==> config.mk <==
export PLATFORM = sky130hd
export DESIGN_NAME = fbi_flash_bus
export DESIGN_NICKNAME = d
export VERILOG_FILES = /design/src/shared/fbi_pkg.sv /design/src/hdl/fbi_glitch_filter.sv /design/src/hdl/fbi_flash_bus.sv
export VERILOG_INCLUDE_DIRS = /design/src /design/src/shared
export SDC_FILE = /design/constraint.sdc
export NUM_CORES = 1
export LEC_CHECK = 0
export BUFFER_PORTS_ARGS = -buffer_cell sky130_fd_sc_hd__buf_2
export CAP_MARGIN = 25
export CORE_UTILIZATION = 30
export CTS_CLUSTER_DIAMETER = 120
export CTS_CLUSTER_SIZE = 40
export DETAILED_ROUTE_END_ITERATION = 12
export PLACE_DENSITY = 0.48
export SETUP_SLACK_MARGIN = 0.2
export SKIP_LAST_GASP = 1
export SLEW_MARGIN = 20
export SYNTH_ARGS = -nofsm -noshare
export SYNTH_HDL_FRONTEND = slang
export SYNTH_SLANG_ARGS = --single-unit
==> constraint.sdc <==
create_clock -name REF_CLK -period 2.6 [get_ports REF_CLK]
set_input_delay 0 -clock REF_CLK [delete_from_list [all_inputs] [get_ports REF_CLK]]
set_output_delay 0 -clock REF_CLK [all_outputs]
set_load 0.02 [all_outputs]
==> src/shared/fbi_defines.svh <==
`ifndef FBI_DEFINES_SVH
`define FBI_DEFINES_SVH

// Reference clock period in picoseconds.
`define FBI_CLK_PERIOD_PS 5000
// Shortest strobe pulse that is honoured, in picoseconds.
`define FBI_GLITCH_PS 5000
// Glitch filter length in cycles; a least time, so it rounds up.
`define FBI_GLITCH_CYC ((`FBI_GLITCH_PS + `FBI_CLK_PERIOD_PS - 1) / `FBI_CLK_PERIOD_PS)
// Default idle cycles before automatic low power.
`define FBI_IDLE_CYC 64
// Internal register selects, as word addresses.
`define FBI_ADDR_MAKER 19'h0_0000
`define FBI_ADDR_PART 19'h0_0001
`define FBI_ADDR_BURST 19'h0_0005
// Reset value of the burst configuration register.
`define FBI_BURST_RST 16'hFFFF
// Page size in words and the width of the in-page index.
`define FBI_PAGE_WORDS 4
`define FBI_PAGE_BITS 2

`endif

==> src/shared/fbi_pkg.sv <==
package fbi_pkg;

  // What an asynchronous read returns.
  typedef enum logic [1:0]
  {
    FBI_READ_ARRAY,
    FBI_READ_SIGNATURE,
    FBI_READ_STATUS,
    FBI_READ_QUERY
  } fbi_read_state_t;

  // Power state of the interface.
  typedef enum logic [1:0]
  {
    FBI_PWR_ACTIVE,
    FBI_PWR_STANDBY,
    FBI_PWR_AUTO_LOW,
    FBI_PWR_DOWN
  } fbi_power_t;

endpackage

==> src/hdl/fbi_glitch_filter.sv <==
`include "fbi_defines.svh"

// Passes a strobe level on only once it has held for LEN cycles.
module fbi_glitch_filter
  import fbi_pkg::*;
#(
  parameter int LEN = `FBI_GLITCH_CYC
)
(
  input  wire logic clk,
  input  wire logic rst,
  input  wire logic raw,
  output logic      filt
);

  // Cycles the raw level has differed from the filtered one.
  logic [7:0] cnt_reg;

  ////////////////////////////////////////////////////////////////////////////
  // Short pulses never reach the output; strobes idle high.
  always_ff @(posedge clk)
  begin
    if (rst)
    begin
      cnt_reg <= 8'h00;
      filt    <= 1'b1;
    end
    else if (raw == filt)
    begin
      cnt_reg <= 8'h00;
    end
    else if (cnt_reg >= 8'(LEN - 1))
    begin
      cnt_reg <= 8'h00;
      filt    <= raw;
    end
    else
    begin
      cnt_reg <= cnt_reg + 8'h01;
    end
  end

endmodule

==> src/hdl/fbi_flash_bus.sv <==
// What this block does
// RULE_01: After reset only asynchronous reads and writes.
// RULE_02: Register reads always use asynchronous timing.
// RULE_03: Ignore short pulses on select and strobe.
// RULE_04: Select and enable low, strobe high: drive data.
// RULE_05: Read returns array or selected internal register.
// RULE_06: Address latch captures on latch rising edge.
// RULE_07: Latch is transparent while its enable is low.
// RULE_08: Pages hold four words, indexed by low bits.
// RULE_09: First page access slow, same page fast.
// RULE_10: Host never mixes latched addressing with pages.
// RULE_11: Host starts writes with select, strobe, latch low.
// RULE_12: Write address captured on first rising strobe.
// RULE_13: Write data captured on first rising strobe.
// RULE_14: Host keeps output enable high during writes.
// RULE_15: Burst clock ignored during asynchronous writes.
// RULE_16: Latched write captures on first rising edge.
// RULE_17: Float data when enable high or disable low.
// RULE_18: Select high and controller idle: standby, float.
// RULE_19: Idle bus during reads enters reduced current.
// RULE_20: Reset/power-down low: power-down, data floats.
// RULE_21: Power-down blocks writes, clears status register.
// RULE_22: Status read drives upper 24 lines low.
// RULE_23: Idle interval is a parameter, cleared by activity.
`include "fbi_defines.svh"

module fbi_flash_bus
  import fbi_pkg::*;
#(
  parameter int AW        = 19,
  parameter int DW        = 32,
  parameter int IDLE_CYC  = `FBI_IDLE_CYC,
  parameter int SLOW_CYC  = 14,
  parameter int FAST_CYC  = 5,
  parameter logic [DW-1:0] MAKER_CODE = 32'h0000_00A5, // Arbitrary value.
  parameter logic [DW-1:0] PART_CODE  = 32'h0000_5A5A  // Arbitrary value.
)
(
  input  wire logic          REF_CLK,
  input  wire logic          RST,
  input  wire logic          CHIP_ENABLE_N,
  input  wire logic          OUTPUT_ENABLE_N,
  input  wire logic          OUTPUT_DISABLE_N,
  input  wire logic          WRITE_ENABLE_N,
  input  wire logic          LATCH_ENABLE_N,
  input  wire logic          RESET_POWERDOWN_N,
  input  wire logic          BURST_CLK,
  input  wire logic [AW-1:0] ADDRESS_IN,
  input  wire logic [DW-1:0] DATA_IO_IN,
  output logic      [DW-1:0] DATA_IO_OUT,
  output logic               DATA_IO_OE,
  output logic      [AW-1:0] ARRAY_ADDR,
  output logic               ARRAY_RD,
  input  wire logic [DW-1:0] ARRAY_DATA,
  output logic      [AW-1:0] WR_ADDR,
  output logic      [DW-1:0] WR_DATA,
  output logic               WR_STROBE,
  input  wire logic [1:0]    READ_STATE,
  input  wire logic [7:0]    STATUS_IN,
  input  wire logic [DW-1:0] QUERY_DATA,
  input  wire logic          PE_BUSY,
  input  wire logic          BURST_CFG_WE,
  input  wire logic [15:0]   BURST_CFG_IN,
  output logic               SYNC_ALLOWED,
  output logic               CTRL_RESET,
  output logic [1:0]         POWER_STATE,
  output logic [7:0]         STATUS_OUT
);

  ////////////////////////////////////////////////////////////////////////////
  // Filtered strobes and internal signals.

  logic             ce_f;          // Chip select after the glitch filter.
  logic             we_f;          // Write strobe after the glitch filter.
  logic             ce_d_reg;      // Last filtered chip select.
  logic             we_d_reg;      // Last filtered write strobe.
  logic             le_d_reg;      // Last latch enable.
  logic [AW-1:0]    lat_addr_reg;  // Address latch contents.
  logic [AW-1:0]    eff_addr;      // Address the core uses.
  logic             pd;            // Power-down held.
  logic             read_on;       // Read cycle qualifies.
  logic             cfg_done_reg;  // Burst configuration written.
  logic [15:0]      burst_cfg_reg; // Burst configuration register.
  logic [AW-1:0]    page_reg;      // Page tag held in the buffer.
  logic             page_ok_reg;   // Page tag is valid.
  logic [DW-1:0]    page_buf [`FBI_PAGE_WORDS];  // Page buffer words.
  logic [7:0]       wait_reg;      // Access time countdown.
  logic [15:0]      idle_reg;      // Idle counter for auto low power.
  logic [AW+4:0]    bus_snap_reg;  // Last sampled bus input vector.
  logic [DW-1:0]    rd_word;       // Selected read word.
  fbi_read_state_t  rstate;        // Current read state.
  logic             reg_read;      // Read targets an internal register.
  logic             page_hit;      // Address lies in buffered page.

  // Power-down follows the pin directly.
  assign pd = ~RESET_POWERDOWN_N; // RULE_20

  // The burst clock feeds nothing; asynchronous mode never samples it.
  logic unused_burst_clk;
  assign unused_burst_clk = BURST_CLK; // RULE_15

  // Chip select glitch filter.
  fbi_glitch_filter #(.LEN(`FBI_GLITCH_CYC)) u_ce_filt
  (
    .clk  (REF_CLK),
    .rst  (RST | pd),
    .raw  (CHIP_ENABLE_N),
    .filt (ce_f)
  ); // RULE_03

  // Write strobe glitch filter.
  fbi_glitch_filter #(.LEN(`FBI_GLITCH_CYC)) u_we_filt
  (
    .clk  (REF_CLK),
    .rst  (RST | pd),
    .raw  (WRITE_ENABLE_N),
    .filt (we_f)
  ); // RULE_03

  ////////////////////////////////////////////////////////////////////////////
  // Edge history of the strobes.
  always_ff @(posedge REF_CLK)
  begin
    if (RST || pd)
    begin
      ce_d_reg <= 1'b1;
      we_d_reg <= 1'b1;
      le_d_reg <= 1'b1;
    end
    else
    begin
      ce_d_reg <= ce_f;
      we_d_reg <= we_f;
      le_d_reg <= LATCH_ENABLE_N;
    end
  end

  ////////////////////////////////////////////////////////////////////////////
  // Address latch: transparent while low, holds from its rising edge.
  always_ff @(posedge REF_CLK)
  begin
    if (RST || pd)
    begin
      lat_addr_reg <= '0;
    end
    else if (!LATCH_ENABLE_N)
    begin
      lat_addr_reg <= ADDRESS_IN; // RULE_07
    end
  end

  // A high latch enable freezes the captured address for the cycle.
  assign eff_addr = LATCH_ENABLE_N ? lat_addr_reg : ADDRESS_IN; // RULE_06

  // Returns true on the rising edge of the first strobe to rise.
  function automatic logic first_rise(input logic d_ce, input logic ce,
                                      input logic d_we, input logic we);
    first_rise = (!d_ce && !d_we) && (ce || we);
  endfunction

  ////////////////////////////////////////////////////////////////////////////
  // Write capture into the command interface.
  always_ff @(posedge REF_CLK)
  begin
    if (RST || pd)
    begin
      WR_ADDR   <= '0;
      WR_DATA   <= '0;
      WR_STROBE <= 1'b0; // RULE_21
    end
    else if (first_rise(ce_d_reg, ce_f, we_d_reg, we_f))
    begin
      // The latch edge, if first, already froze eff_addr.
      WR_ADDR   <= eff_addr;   // RULE_12 RULE_16
      WR_DATA   <= DATA_IO_IN; // RULE_13
      WR_STROBE <= 1'b1;
    end
    else
    begin
      WR_STROBE <= 1'b0;
    end
  end

  ////////////////////////////////////////////////////////////////////////////
  // Burst configuration; until written only asynchronous cycles run.
  always_ff @(posedge REF_CLK)
  begin
    if (RST || pd)
    begin
      cfg_done_reg  <= 1'b0;
      burst_cfg_reg <= `FBI_BURST_RST;
    end
    else if (BURST_CFG_WE)
    begin
      cfg_done_reg  <= 1'b1;
      burst_cfg_reg <= BURST_CFG_IN;
    end
  end

  // Synchronous modes are offered only after configuration.
  always_ff @(posedge REF_CLK)
  begin
    if (RST || pd)
    begin
      SYNC_ALLOWED <= 1'b0; // RULE_01
    end
    else
    begin
      SYNC_ALLOWED <= cfg_done_reg;
    end
  end

  // Controller reset and status mirror.
  always_ff @(posedge REF_CLK)
  begin
    if (RST)
    begin
      CTRL_RESET <= 1'b1;
      STATUS_OUT <= 8'h00;
    end
    else
    begin
      CTRL_RESET <= pd;                          // RULE_21
      STATUS_OUT <= pd ? 8'h00 : STATUS_IN;      // RULE_21
    end
  end

  ////////////////////////////////////////////////////////////////////////////
  // Read path selection.
  assign rstate   = fbi_read_state_t'(READ_STATE);
  assign reg_read = (rstate != FBI_READ_ARRAY) ||
                    (eff_addr == `FBI_ADDR_BURST && rstate == FBI_READ_SIGNATURE);
  assign read_on  = !pd && !ce_f && !OUTPUT_ENABLE_N && OUTPUT_DISABLE_N && we_f; // RULE_04
  assign page_hit = page_ok_reg &&
                    (page_reg[AW-1:`FBI_PAGE_BITS] == eff_addr[AW-1:`FBI_PAGE_BITS]);

  // Word chosen by read state; registers bypass the page buffer.
  always_comb
  begin
    rd_word = '0;
    unique case (rstate)
      FBI_READ_ARRAY:
      begin
        rd_word = page_buf[eff_addr[`FBI_PAGE_BITS-1:0]]; // RULE_08
      end
      FBI_READ_SIGNATURE:
      begin
        if (eff_addr == `FBI_ADDR_MAKER)
          rd_word = MAKER_CODE;
        else if (eff_addr == `FBI_ADDR_PART)
          rd_word = PART_CODE;
        else if (eff_addr == `FBI_ADDR_BURST)
          rd_word = {16'h0000, burst_cfg_reg};
      end
      FBI_READ_STATUS:
      begin
        rd_word = {24'h00_0000, STATUS_IN}; // RULE_22
      end
      FBI_READ_QUERY:
      begin
        rd_word = QUERY_DATA;
      end
    endcase
  end // RULE_05 RULE_02

  ////////////////////////////////////////////////////////////////////////////
  // Page fetch: a miss waits slow time and fills; a hit waits fast time.
  always_ff @(posedge REF_CLK)
  begin
    if (RST || pd)
    begin
      page_ok_reg <= 1'b0;
      page_reg    <= '0;
      ARRAY_RD    <= 1'b0;
      ARRAY_ADDR  <= '0;
    end
    else if (read_on && rstate == FBI_READ_ARRAY && !page_hit)
    begin
      // Fill one word per cycle; tag becomes valid after the last.
      ARRAY_RD   <= 1'b1;
      // The first fetch uses word 0; later fetches step after each stored word.
      ARRAY_ADDR <= {eff_addr[AW-1:`FBI_PAGE_BITS],
                     ARRAY_RD ? ARRAY_ADDR[`FBI_PAGE_BITS-1:0] + 2'd1 : 2'd0};
      if (ARRAY_RD)
      begin
        page_buf[ARRAY_ADDR[`FBI_PAGE_BITS-1:0]] <= ARRAY_DATA;
        if (ARRAY_ADDR[`FBI_PAGE_BITS-1:0] == 2'd3)
        begin
          page_ok_reg <= 1'b1;
          page_reg    <= eff_addr; // RULE_09
        end
      end
    end
    else
    begin
      ARRAY_RD <= 1'b0;
      ARRAY_ADDR[`FBI_PAGE_BITS-1:0] <= 2'd0;
    end
  end

  // Access timer restarts on any address or selection change.
  always_ff @(posedge REF_CLK)
  begin
    if (RST || pd || !read_on)
    begin
      wait_reg <= 8'(SLOW_CYC);
    end
    else if (bus_snap_reg[AW-1:0] != eff_addr)
    begin
      wait_reg <= (page_hit && !reg_read) ? 8'(FAST_CYC) : 8'(SLOW_CYC); // RULE_09
    end
    else if (wait_reg != 8'h00 && (page_hit || reg_read))
    begin
      wait_reg <= wait_reg - 8'h01;
    end
  end

  ////////////////////////////////////////////////////////////////////////////
  // Data bus drive: float unless a read is selected and ready.
  always_ff @(posedge REF_CLK)
  begin
    if (RST || pd)
    begin
      DATA_IO_OE  <= 1'b0; // RULE_20
      DATA_IO_OUT <= '0;
    end
    else if (ce_f || OUTPUT_ENABLE_N || !OUTPUT_DISABLE_N || !we_f)
    begin
      DATA_IO_OE  <= 1'b0; // RULE_17 RULE_18
      DATA_IO_OUT <= '0;
    end
    else
    begin
      // A new address must wait its own access time before data shows.
      DATA_IO_OE  <= (wait_reg == 8'h00) && (bus_snap_reg[AW-1:0] == eff_addr); // RULE_04 RULE_09
      DATA_IO_OUT <= rd_word;
    end
  end

  ////////////////////////////////////////////////////////////////////////////
  // Idle detector for automatic low power.
  always_ff @(posedge REF_CLK)
  begin
    if (RST || pd)
    begin
      bus_snap_reg <= '0;
      idle_reg     <= 16'h0000;
    end
    else
    begin
      bus_snap_reg <= {CHIP_ENABLE_N, OUTPUT_ENABLE_N, OUTPUT_DISABLE_N,
                       WRITE_ENABLE_N, LATCH_ENABLE_N, eff_addr};
      if (bus_snap_reg != {CHIP_ENABLE_N, OUTPUT_ENABLE_N, OUTPUT_DISABLE_N,
                           WRITE_ENABLE_N, LATCH_ENABLE_N, eff_addr} || !read_on)
        idle_reg <= 16'h0000; // RULE_23
      else if (idle_reg != 16'(IDLE_CYC))
        idle_reg <= idle_reg + 16'h0001;
    end
  end

  // Power state report; data keeps driving in auto low power.
  always_ff @(posedge REF_CLK)
  begin
    if (RST)
      POWER_STATE <= FBI_PWR_STANDBY;
    else if (pd)
      POWER_STATE <= FBI_PWR_DOWN;
    else if (ce_f && !PE_BUSY)
      POWER_STATE <= FBI_PWR_STANDBY; // RULE_18
    else if (read_on && idle_reg == 16'(IDLE_CYC))
      POWER_STATE <= FBI_PWR_AUTO_LOW; // RULE_19
    else
      POWER_STATE <= FBI_PWR_ACTIVE;
  end

endmodule

==> run_results.csv <==
group,metric,value,unit
worst_setup_path,worstPathRequired,2.98,ns
placed_design,place.gp.congestion,0.784,
power_and_ir_drop,vdd.ir_drop.worst,0.496,mV
hold_path,hold_worst_path_end,"ARRAY_ADDR[14]",
synth,synthesis.nets,1195,
grt,globalRouteTotalUtil,15.9,%
synth,synth.top_cell.area_share,32.2,%
detailed_routing,avgViaCountPerCell,4.64,
timing,tightestPinTransition,0.755,ns
timing,final.period_utilization,90.0,%
timing,max-slew-margin-rel,49.7,%
detailed_routing,post_drt_wl_per_cell,17.6,microns
clock_network,ctsRootBufferMaster,"clkbuf_16",
synth,netlist.top_cell.by_area,"dfxtp_1",
grt,grt.overflow.total,0,
placed_design,hpwlAfterDp,24100,microns
placed_design,portBuffers,267,
synth,synth_flop_cell,"dfxtp_1",
detailed_routing,drt-initial-drc-count,587,
synth,postSynthRegisterBits,332,
worst_setup_path,worst_path_fanout_max,15,
flow_run,max_cap_violations,0,
detailed_routing,final_antenna_net_count,0,
cells_and_area,nets,1621,
power_and_ir_drop,comb_power_share,9.4,%
worst_setup_path,rr_endpoint,"wait_reg[0]",
floorplan,io-pin-count,269,
worst_setup_path,r2r_start,"lat_addr_reg[1]",
worst_setup_path,crit_start,"LATCH_ENABLE_N",
floorplan,fp.coreArea,41200,sq um
cells_and_area,fin_util,41.2,%
power_and_ir_drop,sequential_group_share_of_total_power,60.1,%
synth,postSynth.asyncResetShare,0,%
clock_network,cts_inserted_buffers,13,
detailed_routing,drt_pre_antenna_iters,5,
clock_network,clk_pin_slew_worst_paths,0.14,ns
power_and_ir_drop,net-switching-power,0.00213,W
hold_path,min_path_cells,4,
timing,finalWorstSetupSlack,0.261,ns
synth,post_synth_inst_count,1036,
cells_and_area,largest_register_ffs,128,
synth,avgSynthCellArea,12.2,sq um
worst_setup_path,r2r.worst_path.cells,7,
hold_path,min_from,"ADDRESS_IN[14]",
synth,mappedNetlistArea,12700,sq um
cells_and_area,syn2layout_area_growth,33.8,%
power_and_ir_drop,leakage,6.54,nW
grt,grt_pass1_wl,53900,microns
cells_and_area,layout_commonest_cell,"buf_2",
clock_network,clkLatencyLatePin,0.52,ns
placed_design,pre_cts_slack,0.222,ns
clock_network,cts_h_tree_depth,1,
floorplan,fp-row-count,74,
power_and_ir_drop,power.clock.fraction,30.5,%
power_and_ir_drop,pnr_total_power,0.00906,W
timing,clock_tree_skew_after_final_layout,0.0448,ns
synth,share_of_the_synthesized_netlist_area_taken_by_xor_and_xnor_gates,3.87,%
synth,synth-warning-count,0,
power_and_ir_drop,p_int,0.00693,W
cells_and_area,mostFrequentLayoutCells,"266 x buf_2, 204 x dfxtp_1, 143 x dlygate4sd3_1",
cells_and_area,nFillCells,3951,
worst_setup_path,classification_of_the_worst_setup_path,"input pin to flop",
grt,grt_max_degree,91,
grt,grt_pass1_vias,9327,
synth,synth_simple_gate_area_share,11.7,%
detailed_routing,routed_wl,35200,microns
timing,hold_viol_final,0,
worst_setup_path,crit_path_start_kind,"input pin",
worst_setup_path,r2r_slack,0.32,ns
worst_setup_path,critPathCaptureType,"flop",
hold_path,min-delay-path-class,"input pin to flop",
power_and_ir_drop,power_density,534,nW/um^2
clock_network,cts_max_path_buffers,3,
synth,synth_compound_gate_area_share,8.21,%
timing,hold_ws,0.0173,ns
detailed_routing,drc,0,
synth,synth.area.mux_share,10.6,%
floorplan,die_w,208,microns
floorplan,die_area,43100,sq um
synth,ys_seq_area_share,62.6,%
power_and_ir_drop,power_switching_share,23.5,%
timing,fin_setup_tns,0,ns
status,run_status,"completed",
synth,number_of_enable_flip_flop_cells_after_synthesis,128,
detailed_routing,routed-via-count,9302,
timing,timing.fmax,428,MHz
synth,top_post_synthesis_cells_by_area,"dfxtp_1 32%, edfxtp_1 30%, mux4_2 5.7%, nor2_1 3.4%, nand2_1 3.1%",
clock_network,clkSinkCount,332,
grt,number_of_antenna_violations_at_the_first_check_in_global_routing,6,
timing,maxSlewViolCount,0,
clock_network,tritoncts_clock_tree,"built",
floorplan,initial_core_util,30.8,%
timing,finalSetupViolCount,0,
timing,grt_setup_unrepaired,"true",
synth,synth_top_family_by_area,"simple AND/OR/NAND/NOR gates",
synth,yosys.cell_types.count,53,
cells_and_area,post_route_cells_drive_above_1_share,28.9,%
floorplan,fp.dieH,208,microns
timing,fin_crit_period,2.34,ns
worst_setup_path,cp_data_arrival_time,2.72,ns
synth,post_synthesis_adder_cell_area_fraction,0.691,%
routing by layer:
metal  GRT usage, %  wire, microns  part of all wire [%]  vias up
met1           20.9          15700                    45     4490
met3           2.47           1480                   4.2       42
met5              0             32                 0.091        -
met2           27.5          17300                    49      212
met4           3.50            704                   2.0        6
li1               -              -                     -     4552
synthesized netlist by cell type (all sizes together), types with 17 or more instances:
cell type,n
a22oi,24
a21oi,60
and2,31
nor2,115
mux2i,39
xor2,28
nand2,103
mux2,17
a211oi,44
mux4,32
xnor2,28
edfxtp,128
clkbuf,43
dfxtp,204
cell families (layout without fill, tap and decap cells):
logic type,count (synthesis),after routing
adders and majority gates,7,7
other,0,3
AOI/OAI and AO/OA,161,161
xor gates and xnor gates,56,56
and+or+nand+nor,319,319
buffers and inverters,73,505
DFF,332,332
muxes,88,88
layout make-up:
class                   instances  area [sq um]  share of cell area, %
repair buffers                469          3330                   19.6
clock buffers                  17           362                   2.13
well taps                     532           666                   3.93
flip-flops and latches        332          7930                   46.7
diodes                          3          7.51                 0.0443
clock inverters                 4          73.8                  0.435
multi-input cells             631          4540                   26.7
inverters                      15          57.6                  0.339
worst max-delay path, stage by stage:
cell and delay (ns):
dlygate4sd3_1 0.52, clkbuf_4 0.17, buf_12 0.17, buf_4 0.14, mux2i_4 0.37, buf_4 0.18, mux4_2 0.51, a221oi_1 0.54
a211oi_1 0.10
worst max-delay path by stage:
stage	slack (ns)	endpoint	cells after the start
after floorplan	0.16	page_buf[1][0]	10
after global placement	0.24	page_buf[2][20]	10
after detailed placement	0.22	page_buf[2][20]	10
after CTS	0.21	page_buf[0][25]	11
after global routing	0.13	DATA_IO_OUT[7]	9
final	0.26	DATA_IO_OUT[2]	9
repair_timing:
item                       4_1_cts  5_1_grt
pin swaps                        0        5
hold endpoints to repair       237        0
buffers inserted                 0        9
gates resized for setup          1       11
hold buffers                   143        0
setup endpoints to repair       95      151
through the flow:
| stage | std cells | area [sq um] |
|---|---|---|
| 2_1_floorplan | 1036 | 12700 |
| 3_3_place_gp | 1827 | 15000 |
| 3_5_place_dp | 1827 | 15000 |
| 4_1_cts | 1991 | 16800 |
| 5_1_grt | 2003 | 17000 |
| 6_report | 2003 | 17000 |
power by group through the flow:
stage / combinational [W] / sequential, W / clock, W
6_report: 0.000852 / 0.00544 / 0.00276
5_1_grt: 0.000918 / 0.00545 / 0.00306
4_1_cts: 0.000841 / 0.00545 / 0.00289
3_5_place_dp: 0.000665 / 0.00556 / 0
3_3_place_gp: 0.000661 / 0.00556 / 0
2_1_floorplan: 0.000326 / 0.00557 / 0
Power figures use the tool's default switching activity.
